<file path="src/shared/drc_pkg.sv">
// Constants shared by the disk read channel path
package drc_pkg;

  // ----------------------------------------------------------------
  // Clock and timing
  // ----------------------------------------------------------------
  localparam int CLK_MHZ = 100;
  localparam int MATCH_WAIT_US = 70;
  localparam int MATCH_WAIT_CYC = MATCH_WAIT_US * CLK_MHZ;
  localparam int STROBE_DELAY_NS = 200;
  localparam int STROBE_DELAY_CYC = (STROBE_DELAY_NS * CLK_MHZ) / 1000;

  // ----------------------------------------------------------------
  // Register byte offsets
  // ----------------------------------------------------------------
  localparam logic [7:0] OFS_CTRL = 8'h00;
  localparam logic [7:0] OFS_STATUS = 8'h04;
  localparam logic [7:0] OFS_ADDR = 8'h08;
  localparam logic [7:0] OFS_SECCNT = 8'h0c;
  localparam logic [7:0] OFS_STORE = 8'h10;

  // ----------------------------------------------------------------
  // Control fields
  // ----------------------------------------------------------------
  localparam int CTRL_MODE_LSB = 0;
  localparam int CTRL_START_BIT = 2;
  localparam logic [1:0] MODE_READ = 2'h0;
  localparam logic [1:0] MODE_RESET = 2'h3;

  // ----------------------------------------------------------------
  // Status field positions
  // ----------------------------------------------------------------
  localparam int ST_BUSY = 0;
  localparam int ST_DONE = 1;
  localparam int ST_CSTOP = 2;
  localparam int ST_ASTOP = 3;
  localparam int ST_FLAG = 4;
  localparam int ST_REQ = 5;
  localparam int ST_SEL = 6;
  localparam int ST_XFER = 7;
  localparam int ST_GATE = 8;
  localparam int ST_DIR = 9;
  localparam int ST_FIRST = 10;
  localparam int ST_SECOND = 11;

  // ----------------------------------------------------------------
  // Word geometry and pin synchroniser indices
  // ----------------------------------------------------------------
  localparam int WORD_BITS = 32;
  localparam int HALF_BITS = 16;
  localparam logic [5:0] WORD_COUNT_FULL = 6'h20;
  localparam int PIN_N = 8;
  localparam int PIN_SEC_EQ = 0;
  localparam int PIN_SEC_END = 1;
  localparam int PIN_RCLK = 2;
  localparam int PIN_RDATA = 3;
  localparam int PIN_REQEN = 4;
  localparam int PIN_ACK = 5;
  localparam int PIN_PRIO = 6;
  localparam int PIN_DIN = 7;

endpackage : drc_pkg

</file>
<file path="src/verilog/drc_read_path.sv">
// Disk read channel path: disk bit capture, word storage, data channel hand-off
`timescale 1ns/1ps
module drc_read_path #(
  parameter int MATCH_WAIT = drc_pkg::MATCH_WAIT_CYC,
  parameter int SC_W = 8
) (
  // Clock and reset
  input wire logic clk_i,
  input wire logic rst_i,
  // Wishbone slave
  input wire logic wb_cyc_i,
  input wire logic wb_stb_i,
  input wire logic wb_we_i,
  input wire logic [7:0] wb_adr_i,
  input wire logic [3:0] wb_sel_i,
  input wire logic [31:0] wb_dat_i,
  output logic [31:0] wb_dat_o,
  output logic wb_ack_o,
  // Disk drive side
  input wire logic sector_equal_i,
  input wire logic sector_end_i,
  input wire logic disk_read_clock_i,
  input wire logic disk_read_data_i,
  output logic read_gate_n_o,
  // Processor data channel side
  input wire logic request_enable_n_i,
  input wire logic channel_acknowledge_n_i,
  input wire logic priority_chain_in_i,
  input wire logic channel_data_in_i,
  output logic channel_request_line_n_o,
  output logic channel_mode_line_n_o,
  output logic [15:0] bus_data_o,
  output logic bus_data_oe_o
);

  // ----------------------------------------------------------------
  // Pin synchronisers
  // ----------------------------------------------------------------
  logic [drc_pkg::PIN_N-1:0] pins_w;
  logic [drc_pkg::PIN_N-1:0] s1_q;
  logic [drc_pkg::PIN_N-1:0] s2_q;
  logic [drc_pkg::PIN_N-1:0] s3_q;
  logic [drc_pkg::PIN_N-1:0] lvl_q;
  logic [drc_pkg::PIN_N-1:0] rise_w;
  logic [drc_pkg::PIN_N-1:0] fall_w;

  // Active-low bus pins are inverted so every event is a rising edge
  assign pins_w = {channel_data_in_i, priority_chain_in_i, ~channel_acknowledge_n_i, ~request_enable_n_i,
                   disk_read_data_i, disk_read_clock_i, sector_end_i, sector_equal_i};

  // A change counts only once stages two and three agree
  genvar gi;
  generate
    for (gi = 0; gi < drc_pkg::PIN_N; gi++) begin : g_sync
      always_ff @(posedge clk_i) begin
        if (rst_i) begin
          s1_q[gi] <= 1'b0;
          s2_q[gi] <= 1'b0;
          s3_q[gi] <= 1'b0;
          lvl_q[gi] <= 1'b0;
        end else begin
          s1_q[gi] <= pins_w[gi];
          s2_q[gi] <= s1_q[gi];
          s3_q[gi] <= s2_q[gi];
          if (s2_q[gi] == s3_q[gi]) begin
            lvl_q[gi] <= s3_q[gi];
          end
        end
      end
      assign rise_w[gi] = (s2_q[gi] == s3_q[gi]) && s3_q[gi] && !lvl_q[gi];
      assign fall_w[gi] = (s2_q[gi] == s3_q[gi]) && !s3_q[gi] && lvl_q[gi];
    end
  endgenerate

  // Three stages plus agreement is the settled level of a pin
  function automatic logic pin_level(input logic [drc_pkg::PIN_N-1:0] lv, input int idx);
    pin_level = lv[idx];
  endfunction : pin_level

  // ----------------------------------------------------------------
  // Register state
  // ----------------------------------------------------------------
  logic [1:0] mode_q;
  logic busy_q, busy_d;
  logic done_q;
  logic cstop_q, astop_q, adone_q;
  logic dir_q;
  logic [15:0] addr_q;
  logic [SC_W-1:0] seccnt_q;
  logic sc_msb_prev_q;
  logic [12:0] match_cnt_q;
  logic match_wait_q;
  logic gate_q;
  logic xfer_q;
  logic [4:0] strobe_cnt_q;
  logic [31:0] shift_q;
  logic [5:0] bit_cnt_q;
  logic word_done_q;
  logic [31:0] store_q;
  logic flag_q;
  logic req_q;
  logic sel_q;
  logic first_q;
  logic second_q;
  logic addr_phase_q;
  logic ack_q;
  logic [31:0] rdat_q;
  logic [15:0] bus_q;
  logic oe_q;
  logic mode_n_q;

  // ----------------------------------------------------------------
  // Bus decode
  // ----------------------------------------------------------------
  logic wb_req_w, wb_wr_w;
  logic hit_ctrl_w, hit_addr_w, hit_sc_w;
  logic control_phase_one;
  logic read_cmd_n;
  assign wb_req_w = wb_cyc_i && wb_stb_i && !ack_q;
  assign wb_wr_w = wb_req_w && wb_we_i && wb_sel_i[0];
  assign hit_ctrl_w = wb_wr_w && (wb_adr_i == drc_pkg::OFS_CTRL);
  assign hit_addr_w = wb_wr_w && (wb_adr_i == drc_pkg::OFS_ADDR);
  assign hit_sc_w = wb_wr_w && (wb_adr_i == drc_pkg::OFS_SECCNT);
  // Start with mode 00 decodes as read; other modes are not handled here
  assign control_phase_one = hit_ctrl_w && wb_dat_i[drc_pkg::CTRL_START_BIT] && !busy_q;
  assign read_cmd_n = !(busy_q && (mode_q == drc_pkg::MODE_READ));

  // ----------------------------------------------------------------
  // Disk side decode
  // ----------------------------------------------------------------
  logic bit_clock_pulse, strobe_pulse, bit_step, shift_pulse, word_complete;
  logic sync_seen_w, sector_over_w, match_done_w;
  assign bit_clock_pulse = rise_w[drc_pkg::PIN_RCLK];
  assign strobe_pulse = (strobe_cnt_q == 5'h01);
  assign bit_step = bit_clock_pulse && xfer_q;
  assign shift_pulse = strobe_pulse && xfer_q;
  assign word_complete = word_done_q;
  assign sync_seen_w = gate_q && !xfer_q && bit_clock_pulse &&
                       s2_q[drc_pkg::PIN_RDATA] && s3_q[drc_pkg::PIN_RDATA];
  assign sector_over_w = busy_q && rise_w[drc_pkg::PIN_SEC_END];
  assign match_done_w = match_wait_q && (match_cnt_q == 13'h0001);

  // ----------------------------------------------------------------
  // Data channel decode
  // ----------------------------------------------------------------
  logic reqen_ev, ack_ev, din_rise, din_level, arm_sel_w;
  logic flag_clear_pulse, address_increment, store_low_load, store_high_load;
  logic [31:0] store_src_w;
  logic [15:0] half_w;
  assign reqen_ev = rise_w[drc_pkg::PIN_REQEN];
  assign ack_ev = rise_w[drc_pkg::PIN_ACK];
  assign din_rise = rise_w[drc_pkg::PIN_DIN] && sel_q;
  assign din_level = pin_level(lvl_q, drc_pkg::PIN_DIN) && sel_q;
  assign arm_sel_w = req_q && pin_level(lvl_q, drc_pkg::PIN_PRIO);
  assign flag_clear_pulse = ack_ev && arm_sel_w;
  assign address_increment = din_rise;
  // Both halves strobe together so a word is never split across reads
  assign store_low_load = word_complete && !read_cmd_n;
  assign store_high_load = word_complete && !read_cmd_n;
  assign store_src_w = read_cmd_n ? store_q : shift_q;
  assign half_w = second_q ? store_q[31:16] : store_q[15:0];

  // Busy falls in the very edge that done rises
  assign busy_d = adone_q ? 1'b0 : (control_phase_one ? 1'b1 : busy_q);

  // ----------------------------------------------------------------
  // Command, stop and done sequence
  // ----------------------------------------------------------------
  always_ff @(posedge clk_i) begin
    if (rst_i) begin
      mode_q <= drc_pkg::MODE_RESET;
      busy_q <= 1'b0;
      done_q <= 1'b0;
      dir_q <= 1'b0;
      cstop_q <= 1'b0;
      astop_q <= 1'b0;
      adone_q <= 1'b0;
      sc_msb_prev_q <= 1'b0;
      seccnt_q <= '0;
      addr_q <= 16'h0000;
    end else begin
      busy_q <= busy_d;
      if (hit_ctrl_w && !busy_q) begin
        mode_q <= wb_dat_i[drc_pkg::CTRL_MODE_LSB +: 2];
      end
      if (control_phase_one) begin
        done_q <= 1'b0;
        cstop_q <= 1'b0;
        astop_q <= 1'b0;
        dir_q <= (wb_dat_i[drc_pkg::CTRL_MODE_LSB +: 2] == drc_pkg::MODE_READ);
      end else begin
        // Overflow of the two's-complement count ends the run
        if (busy_q && sc_msb_prev_q && !seccnt_q[SC_W-1]) begin
          cstop_q <= 1'b1;
        end
        if (cstop_q && !read_cmd_n) begin
          astop_q <= 1'b1;
        end
        if (adone_q) begin
          done_q <= 1'b1;
          dir_q <= 1'b0;
        end
      end
      adone_q <= astop_q && busy_q && !adone_q;
      sc_msb_prev_q <= seccnt_q[SC_W-1];
      if (hit_sc_w && !busy_q) begin
        seccnt_q <= wb_dat_i[SC_W-1:0];
      end else if (sector_over_w) begin
        seccnt_q <= seccnt_q + 1'b1;
      end
      if (hit_addr_w && !busy_q) begin
        addr_q <= wb_dat_i[15:0];
      end else if (address_increment) begin
        addr_q <= addr_q + 16'h0001;
      end
    end
  end

  // ----------------------------------------------------------------
  // Sector search and read gate
  // ----------------------------------------------------------------
  // Long wait is a parameter so simulation can shorten it
  always_ff @(posedge clk_i) begin
    if (rst_i) begin
      match_wait_q <= 1'b0;
      match_cnt_q <= 13'h0000;
      gate_q <= 1'b0;
      xfer_q <= 1'b0;
    end else begin
      if (!busy_q || cstop_q || sector_over_w) begin
        match_wait_q <= 1'b0;
        gate_q <= 1'b0;
        xfer_q <= 1'b0;
      end else begin
        if (rise_w[drc_pkg::PIN_SEC_EQ] && !gate_q && !match_wait_q && !read_cmd_n) begin
          match_wait_q <= 1'b1;
          match_cnt_q <= 13'(MATCH_WAIT);
        end else if (match_wait_q) begin
          match_cnt_q <= match_cnt_q - 13'h0001;
          if (match_done_w) begin
            match_wait_q <= 1'b0;
            gate_q <= 1'b1;
          end
        end
        if (sync_seen_w) begin
          xfer_q <= 1'b1;
        end
      end
    end
  end

  // ----------------------------------------------------------------
  // Bit capture and word assembly
  // ----------------------------------------------------------------
  // Data is sampled at the delayed strobe, well inside the bit cell
  always_ff @(posedge clk_i) begin
    if (rst_i) begin
      strobe_cnt_q <= 5'h00;
      shift_q <= 32'h0000_0000;
      bit_cnt_q <= 6'h00;
      word_done_q <= 1'b0;
      store_q <= 32'h0000_0000;
    end else begin
      if (bit_clock_pulse) begin
        strobe_cnt_q <= 5'(drc_pkg::STROBE_DELAY_CYC);
      end else if (strobe_cnt_q != 5'h00) begin
        strobe_cnt_q <= strobe_cnt_q - 5'h01;
      end
      if (shift_pulse) begin
        shift_q <= {shift_q[30:0], pin_level(lvl_q, drc_pkg::PIN_RDATA)};
      end
      word_done_q <= shift_pulse && (bit_cnt_q == drc_pkg::WORD_COUNT_FULL);
      if (control_phase_one || word_complete) begin
        bit_cnt_q <= 6'h00;
      end else if (bit_step) begin
        bit_cnt_q <= bit_cnt_q + 6'h01;
      end
      if (store_low_load) begin
        store_q[15:0] <= store_src_w[15:0];
      end
      if (store_high_load) begin
        store_q[31:16] <= store_src_w[31:16];
      end
    end
  end

  // ----------------------------------------------------------------
  // Transfer flag and channel handshake
  // ----------------------------------------------------------------
  // Flag set beats a clear landing in the same edge
  always_ff @(posedge clk_i) begin
    if (rst_i) begin
      flag_q <= 1'b0;
      req_q <= 1'b0;
      sel_q <= 1'b0;
      first_q <= 1'b0;
      second_q <= 1'b0;
      addr_phase_q <= 1'b0;
    end else begin
      if (control_phase_one) begin
        flag_q <= 1'b0;
        first_q <= 1'b0;
        second_q <= 1'b0;
      end else begin
        if (word_complete && busy_q) begin
          flag_q <= 1'b1;
        end else if (flag_clear_pulse && first_q) begin
          flag_q <= 1'b0;
        end
        if (flag_clear_pulse) begin
          first_q <= !first_q;
          second_q <= first_q;
        end
      end
      if (reqen_ev) begin
        req_q <= flag_q;
      end
      if (ack_ev) begin
        sel_q <= arm_sel_w;
      end
      if (flag_clear_pulse) begin
        addr_phase_q <= 1'b1;
      end else if (din_rise) begin
        addr_phase_q <= 1'b0;
      end
    end
  end

  // ----------------------------------------------------------------
  // Registered pin drivers
  // ----------------------------------------------------------------
  always_ff @(posedge clk_i) begin
    if (rst_i) begin
      bus_q <= 16'h0000;
      oe_q <= 1'b0;
      mode_n_q <= 1'b1;
    end else begin
      mode_n_q <= !(sel_q && dir_q);
      // Address rides the bus until data-in, then the selected half
      if (addr_phase_q && !din_level) begin
        bus_q <= addr_q;
        oe_q <= 1'b1;
      end else if (din_level) begin
        bus_q <= half_w;
        oe_q <= 1'b1;
      end else begin
        bus_q <= 16'h0000;
        oe_q <= 1'b0;
      end
    end
  end

  // ----------------------------------------------------------------
  // Wishbone read data and acknowledge
  // ----------------------------------------------------------------
  logic [31:0] status_w, rmux_w;
  assign status_w = {20'h00000, second_q, first_q, dir_q, gate_q, xfer_q, sel_q, req_q, flag_q,
                     astop_q, cstop_q, done_q, busy_q};
  // Unmapped offsets read zero and ignore writes
  assign rmux_w = (wb_adr_i == drc_pkg::OFS_CTRL) ? {29'h0000_0000, 1'b0, mode_q} :
                  (wb_adr_i == drc_pkg::OFS_STATUS) ? status_w :
                  (wb_adr_i == drc_pkg::OFS_ADDR) ? {16'h0000, addr_q} :
                  (wb_adr_i == drc_pkg::OFS_SECCNT) ? {{(32 - SC_W){1'b0}}, seccnt_q} :
                  (wb_adr_i == drc_pkg::OFS_STORE) ? store_q : 32'h0000_0000;

  always_ff @(posedge clk_i) begin
    if (rst_i) begin
      ack_q <= 1'b0;
      rdat_q <= 32'h0000_0000;
    end else begin
      ack_q <= wb_req_w;
      rdat_q <= wb_req_w ? rmux_w : 32'h0000_0000;
    end
  end

  assign wb_ack_o = ack_q;
  assign wb_dat_o = rdat_q;
  assign read_gate_n_o = !gate_q;
  assign channel_request_line_n_o = !req_q;
  assign channel_mode_line_n_o = mode_n_q;
  assign bus_data_o = bus_q;
  assign bus_data_oe_o = oe_q;

endmodule : drc_read_path

</file>
<file path="config.mk">
export PLATFORM = sky130hd
export DESIGN_NAME = drc_read_path
export DESIGN_NICKNAME = d
export VERILOG_FILES = /design/src/shared/drc_pkg.sv /design/src/verilog/drc_read_path.sv
export SDC_FILE = /design/constraint.sdc
export NUM_CORES = 1
export LEC_CHECK = 0
export ABC_AREA = 1
export BUFFER_PORTS_ARGS = -buffer_cell sky130_fd_sc_hd__buf_4
export CELL_PAD_IN_SITES_DETAIL_PLACEMENT = 2
export CELL_PAD_IN_SITES_GLOBAL_PLACEMENT = 2
export CORE_MARGIN = 5
export CORE_UTILIZATION = 36
export CTS_CLUSTER_DIAMETER = 100
export DETAILED_ROUTE_END_ITERATION = 16
export GPL_ROUTABILITY_DRIVEN = 0
export MAX_ROUTING_LAYER = met4
export PLACE_DENSITY_LB_ADDON = 0.3
export SETUP_SLACK_MARGIN = 0.02
export SLEW_MARGIN = 10
export SYNTH_ARGS = -nofsm -noshare
export SYNTH_HDL_FRONTEND = slang
export SYNTH_SLANG_ARGS = --single-unit
</file>
<file path="constraint.sdc">
create_clock -name clk_i -period 4.1 [get_ports clk_i]
set_input_delay 0.205 -clock clk_i [delete_from_list [all_inputs] [get_ports clk_i]]
set_output_delay 0.205 -clock clk_i [all_outputs]
set_load 0.01 [all_outputs]
</file>
==> flow_summary.yaml, run 1 <==
sta:
  hold_viol: 0
  finClkSkew_ns: 0.0150
  period_share: 0.577
  timing.fmax_ghz: 0.422
  setup_viol: 0
  slew_violations: 0
  min_period_ns: 2.37
  fin_setup_tns_ns: 0
  tightestPinTransition_ns: 1.10
  slew_headroom: 0.266
  rsz0062_at_grt: "no"
  fin_hold_ws_ns: 0.0179
place:
  numPortBuffers: 90
  hpwl_mm: 20.7
synth:
  synth_top_cells_by_count: "dfxtp_1, nand2_1, inv_1"
  synth-seq-cells: 214
  postSynthAreaPerCell_um2: 7.36
  synth_top_cell_by_area: "dfxtp_1"
  yosysWarningCount: 0
  yosysTopAreaCellShare: 0.481
  ys_seq_area_frac: 0.481
  postSynth.asyncResetShare: 0
  synth.distinct_cells: 37
  syn_nets: 1282
  synth.most_common_cell: "dfxtp_1"
  synth-edff-count: 0
  synthesis.area_mm2: 0.00891
  ys.flop_type: "dfxtp_1"
  synth_top_cells_by_area: "dfxtp_1, a21oi_1, nand2_1"
  syn_inst: 1211
status:
  status: "finished, final reports clean"
worst_setup_path:
  path_cells: "ha_1 -> nand2_1 -> nor2_1 -> inv_2 -> nand2_1 -> o21ai_0 -> nor2_1 -> nor2_1"
  cpMaxStageDelayCell: "nor2_1"
  crit_path_frequent_cell: "nor2_1"
  critical_path_class: "reg -> reg"
  slowest_delay_ns: 0.72
  crit_path_start_kind: "register"
  crit_path_end_kind: "register"
  cp_max_fo: 11
  required_ns: 4.48
  crit_arrival_ns: 2.75
global_route:
  grt_max_degree: 66
  antenna_found_initial: 0
  top_usage_layer: "met2"
  use_met1: 0.281
  overflow: 0
  grt_pass1_wl_mm: 50.3
  use_met2: 0.390
  use_met3: 0.0271
  grt_pass1_vias: 9174
  grt_usage: 0.225
cells_and_area:
  diodes: 0
  multi_input_area_mm2: 0.00372
  area_delta_synth_final_pct: 22.0
  nets: 1367
  fillCellCount: 2777
  seqCellArea_mm2: 0.00428
  drive_above_1_share: 0.131
  finish.utilization: 0.447
clock_tree:
  cts_num_sinks: 214
  clockBufferDepth: 3
  numCtsBuffers: 25
  clk_latency_ns: 0.52
  holdBufCountCts: 12
  cts_tree: "yes"
  post_cts_resized: 0
  cts_root_buffer: "clkbuf_16"
  path_clk_slew_ns: 0.06
  htreeDepth: 1
  postCtsSetupRepairBufs: 0
pwr:
  power.leakage_nw: 4.38
  powerDensity_mw_per_mm2: 447
  peakVddDrop_uv: 302
floorplan:
  die_y_um: 167
  dieArea_mm2: 0.0280
  rows: 57
  start_util: 0.366
  ioPinCount: 110
  die_x_um: 167
  core_area_mm2: 0.0243
flow_run:
  cap_violations: 0
routing:
  wl_per_cell_um: 19.0
  drtIter0Drc: 332
  drcViolationCount: 0
  antenna_left: 0
  avgViaCountPerCell: 5.12
  drtPass1Iterations: 4
  via_count: 8386
  routed_wl_mm: 31.1
worst_hold_path:
  min_path_type: "in -> reg"
[path summary, 6_finish.rpt]
kind / depth (start not counted) / endpoint / slack [ns] / from
hold reg to reg: 2 / s2_q[2]$_SDFF_PP0_ / 0.40 / s1_q[2]$_SDFF_PP0_
setup reg to reg: 8 / addr_q[8]$_SDFFE_PP0P_ / 1.73 / s2_q[7]$_SDFF_PP0_
setup / recovery: 8 / addr_q[8]$_SDFFE_PP0P_ / 1.73 / s2_q[7]$_SDFF_PP0_
hold / removal: 3 / addr_q[2]$_SDFFE_PP0P_ / 0.02 / wb_dat_i[2]
[worst max-delay path: cells and delay by family (launching register included)]
family	cells	cell delay, ns
and+or+nand+nor	5	1.27
DFF	1	0.36
buffers and inverters	1	0.30
adders and majority gates	1	0.17
AOI/OAI and AO/OA	1	0.12
[through the flow]
| step | power [mW] | std cells | area (um^2) | worst slack [ns] |
|---|---|---|---|---|
| 3_3_place_gp | 2.39 | 1581 | 9820 | 1.87 |
| 6_report | 4.86 | 1637 | 10900 | 1.73 |
| 3_5_place_dp | 2.40 | 1581 | 9820 | 1.79 |
| 5_1_grt | 5.03 | 1637 | 10900 | 1.55 |
| 4_1_cts | 4.91 | 1637 | 10900 | 1.77 |
| 2_1_floorplan | 2.32 | 1211 | 8910 | 2.73 |
[per-layer routing]
metal	up-vias	routed length, um
met5	-	0
met4	0	749
met3	51	963
met2	140	15700
met1	4144	13800
li1	4051	-
[cells in the final DEF, fill, tap and decap left out, drive strengths merged, types with 11 or more instances in the layout]
master,instances
xor2,15
o21ai,127
dlygate4sd3,12
clkbuf,32
nand3,87
a21oi,144
dfxtp,214
nand4,11
inv,175
nor2,153
buf,100
ha,14
nand2,181
[area by class of cell]
cell class	count	area share
multi-input cells	767	0.343
well taps	324	0.0373
flip-flops and latches	214	0.394
clock inverters	12	0.0199
repair buffers	112	0.0801
inverters	176	0.0610
clock buffers	32	0.0646
[state kept, by name, summed over array words and instances (netlist names), 2 cells and up]
signal	count
addr_q	16
bit_cnt_q	6
bus_data_o	16
lvl_q	8
match_cnt_q	13
mode_q	2
s1_q	8
s2_q	8
s3_q	8
seccnt_q	8
shift_q	32
store_q	32
strobe_cnt_q	5
wb_dat_o	32
[cells by family (layout without fill, tap and decap cells)]
family,Yosys count,after routing,share of synthesized area
buffers and inverters,230,332,0.101
xor gates and xnor gates,19,19,0.0187
adders and majority gates,14,14,0.0197
and+or+nand+nor,447,447,0.212
AOI/OAI and AO/OA,287,287,0.167
DFF,214,214,0.481
[power breakdown]
part | internal, mW | leakage (nW) | switching (mW)
combinational | 0.0931 | 2.20 | 0.141
sequential | 2.11 | 1.73 | 0.0245
clock | 1.58 | 0.452 | 0.911
(Power assumes the default switching activity.)
==> inputs of run 2 (changes only) <==
- ABC_AREA: 1 -> 0
- CORE_UTILIZATION: 36 -> 35
- clock period: 4.1 -> 2.22 ns (I/O delays scaled with it)
==> flow_summary.yaml, run 2 <==
pwr:
  power.leakage_nw: 3.86
  power_mw: 8.15
  powerDensity_mw_per_mm2: 757
  peakVddDrop_uv: 419
floorplan:
  dieArea_mm2: 0.0282
  start_util: 0.357
  rows: 57
  die_y_um: 168
  ioPinCount: 110
  die_x_um: 168
  core_area_mm2: 0.0245
cells_and_area:
  mostFrequentLayoutCells: "dfxtp_1, nand2_1, buf_4"
  drive_above_1_share: 0.154
  nets: 1172
  diodes: 0
  area_delta_synth_final_pct: 23.3
  fillCellCount: 2653
  final_common_cell: "dfxtp_1"
sta:
  min_period_ns: 1.98
  rsz0062_at_grt: "no"
  setup_viol: 0
  hold_viol: 0
  slew_headroom: 0.481
  slew_violations: 0
  period_share: 0.894
  timing.fmax_ghz: 0.504
  fin_setup_tns_ns: 0
  finClkSkew_ns: 0.0136
  tightestPinTransition_ns: 0.779
worst_setup_path:
  reg2reg_from: "busy_q$_SDFFE_PP0P_"
  cpMaxStageDelayCell: "nand4_1"
  crit_path_end_kind: "register"
  cp-endpoint: "seccnt_q[4]$_SDFFE_PP0P_"
  cp_max_fo: 11
  path_delay_family: "simple AND/OR/NAND/NOR gates"
  cp-startpoint: "busy_q$_SDFFE_PP0P_"
  crit_path_start_kind: "register"
  ff2ff_setup_slack_ns: 0.24
  crit_arrival_ns: 2.36
  reg2regPathDepth: 5
  reg2reg_to: "seccnt_q[4]$_SDFFE_PP0P_"
  path_depth: 5
  path_cells: "buf_4 -> and3b_1 -> nand4_1 -> o21ai_0 -> a21oi_1"
  required_ns: 2.60
  worst-path-buf-inv: 1
  critical_path_class: "reg -> reg"
  slowest_delay_ns: 0.50
synth:
  postSynthAreaPerCell_um2: 8.78
  postSynth.asyncResetShare: 0
  synth_top_cell_by_area: "dfxtp_1"
  yosysTopAreaCellShare: 0.491
  synthesis.area_mm2: 0.00873
  syn_nets: 1066
  synth.distinct_cells: 68
  synth-edff-count: 0
  synth.most_common_cell: "dfxtp_1"
  synth-seq-cells: 214
  ys_seq_area_frac: 0.491
  yosysWarningCount: 0
  syn_inst: 995
  synth_top_cells_by_count: "dfxtp_1, nand2_1, a21oi_1"
  synth_top_cells_by_area: "dfxtp_1, nand2_1, a21oi_1"
  ys.flop_type: "dfxtp_1"
routing:
  antenna_left: 0
  routed_wl_mm: 29.7
  drtPass1Iterations: 4
  drcViolationCount: 0
  wl_per_cell_um: 20.6
  drtIter0Drc: 376
  via_count: 7690
  avgViaCountPerCell: 5.34
global_route:
  overflow: 0
  antenna_found_initial: 1
  grt_usage: 0.211
  grt_pass1_vias: 8331
  grt_pass1_wl_mm: 47.2
  grt_max_degree: 74
clock_tree:
  postCtsSetupRepairBufs: 0
  clk_latency_ns: 0.52
  htreeDepth: 1
  cts_root_buffer: "clkbuf_16"
  clockBufferDepth: 3
  numCtsBuffers: 24
  path_clk_slew_ns: 0.06
  cts_num_sinks: 214
  cts_tree: "yes"
place:
  numPortBuffers: 90
  hpwl_mm: 20.3
worst_hold_path:
  min_path_type: "in -> reg"
flow_run:
  cap_violations: 0
status:
  status: "finished, final reports clean"
## run 2: cell types whose count changed in the layout (fill, tap and decap cells not counted), moves of 11 or more
cell	before	now
inv_1	167	17
a31oi_1	3	27
o21ai_0	120	21
nand2_1	177	165
mux2i_1	0	29
nand3_1	85	21
a21oi_1	139	96
nor2b_1	0	34
xnor2_1	4	17
nor3_1	7	18
nor2_1	146	88
dlygate4sd3_1	12	26
buf_4	100	116
and3_1	0	21
## run 2: logic make-up (layout without fill, tap and decap cells)
family	after synthesis	in the layout	share of synthesized area
AO/OA/AOI/OAI	209	209	0.148
AND/OR/NAND/NOR	425	425	0.246
adder cells (fa/ha/maj)	14	14	0.0201
buffers and inverters	80	200	0.0377
multiplexers	29	29	0.0332
flip-flops	214	214	0.491
XOR/XNOR	24	24	0.0241
## run 2: final cells by class
type,instances,area (um^2),area share
multi-input cells,701,4120,0.382
inverters,17,63.8,0.00593
flip-flops and latches,214,4280,0.398
clock buffers,33,706,0.0655
well taps,324,405,0.0376
repair buffers,143,1150,0.107
clock inverters,7,40.0,0.00372
## run 2: timing repair
action / CTS / global route
endpoints found under the hold margin: 41 / 0
endpoints found under the setup margin: 0 / 0
gates resized for setup: 0 / 0
hold buffers: 26 / 0
## run 2: through the flow
| stage | utilization | hold slack (ns) | std cells | setup WS (ns) | cell area [um^2] |
|---|---|---|---|---|---|
| 6_report | 0.440 | 0.0249 | 1439 | 0.236 | 10800 |
| 2_1_floorplan | - | 0.178 | 995 | 0.574 | 8730 |
| 3_5_place_dp | 0.399 | 0.267 | 1373 | 0.296 | 9760 |
| 4_1_cts | 0.440 | 0.0125 | 1439 | 0.259 | 10800 |
| 5_1_grt | 0.440 | 0.0178 | 1439 | 0.0962 | 10800 |
| 3_3_place_gp | 0.399 | 0.266 | 1373 | 0.358 | 9760 |
## run 2: routing by layer
layer	vias up	global-route usage	wire (um)
met5	-	-	0
met4	0	0.0452	546
met3	36	0.0249	976
met2	137	0.370	15000
met1	3832	0.263	13200
li1	3685	-	-
## run 2: worst min-delay path by stage
stage / start / endpoint / cells past startpoint
global route: wb_adr_i[0] / wb_dat_o[0]$_SDFF_PP0_ / 3
detailed placement: channel_acknowledge_n_i / s1_q[5]$_SDFF_PP0_ / 2
finish: wb_adr_i[0] / wb_dat_o[0]$_SDFF_PP0_ / 3
CTS: wb_adr_i[0] / wb_dat_o[0]$_SDFF_PP0_ / 3
global placement: channel_acknowledge_n_i / s1_q[5]$_SDFF_PP0_ / 2
floorplan: request_enable_n_i / s1_q[4]$_SDFF_PP0_ / 1
## run 2: power breakdown
| group | switching, mW | internal (mW) | total, mW |
|---|---|---|---|
| registers | 0.0380 | 3.89 | 3.92 |
| clock network | 1.60 | 2.20 | 3.80 |
| logic | 0.242 | 0.181 | 0.422 |
| total | 1.88 | 6.27 | 8.15 |
## run 2: worst min-delay path: cells and delay by family
family                 cells  cell delay (ns)
AOI/OAI and AO/OA          1             0.08
and+or+nand+nor            1             0.18
buffers and inverters      1             0.11
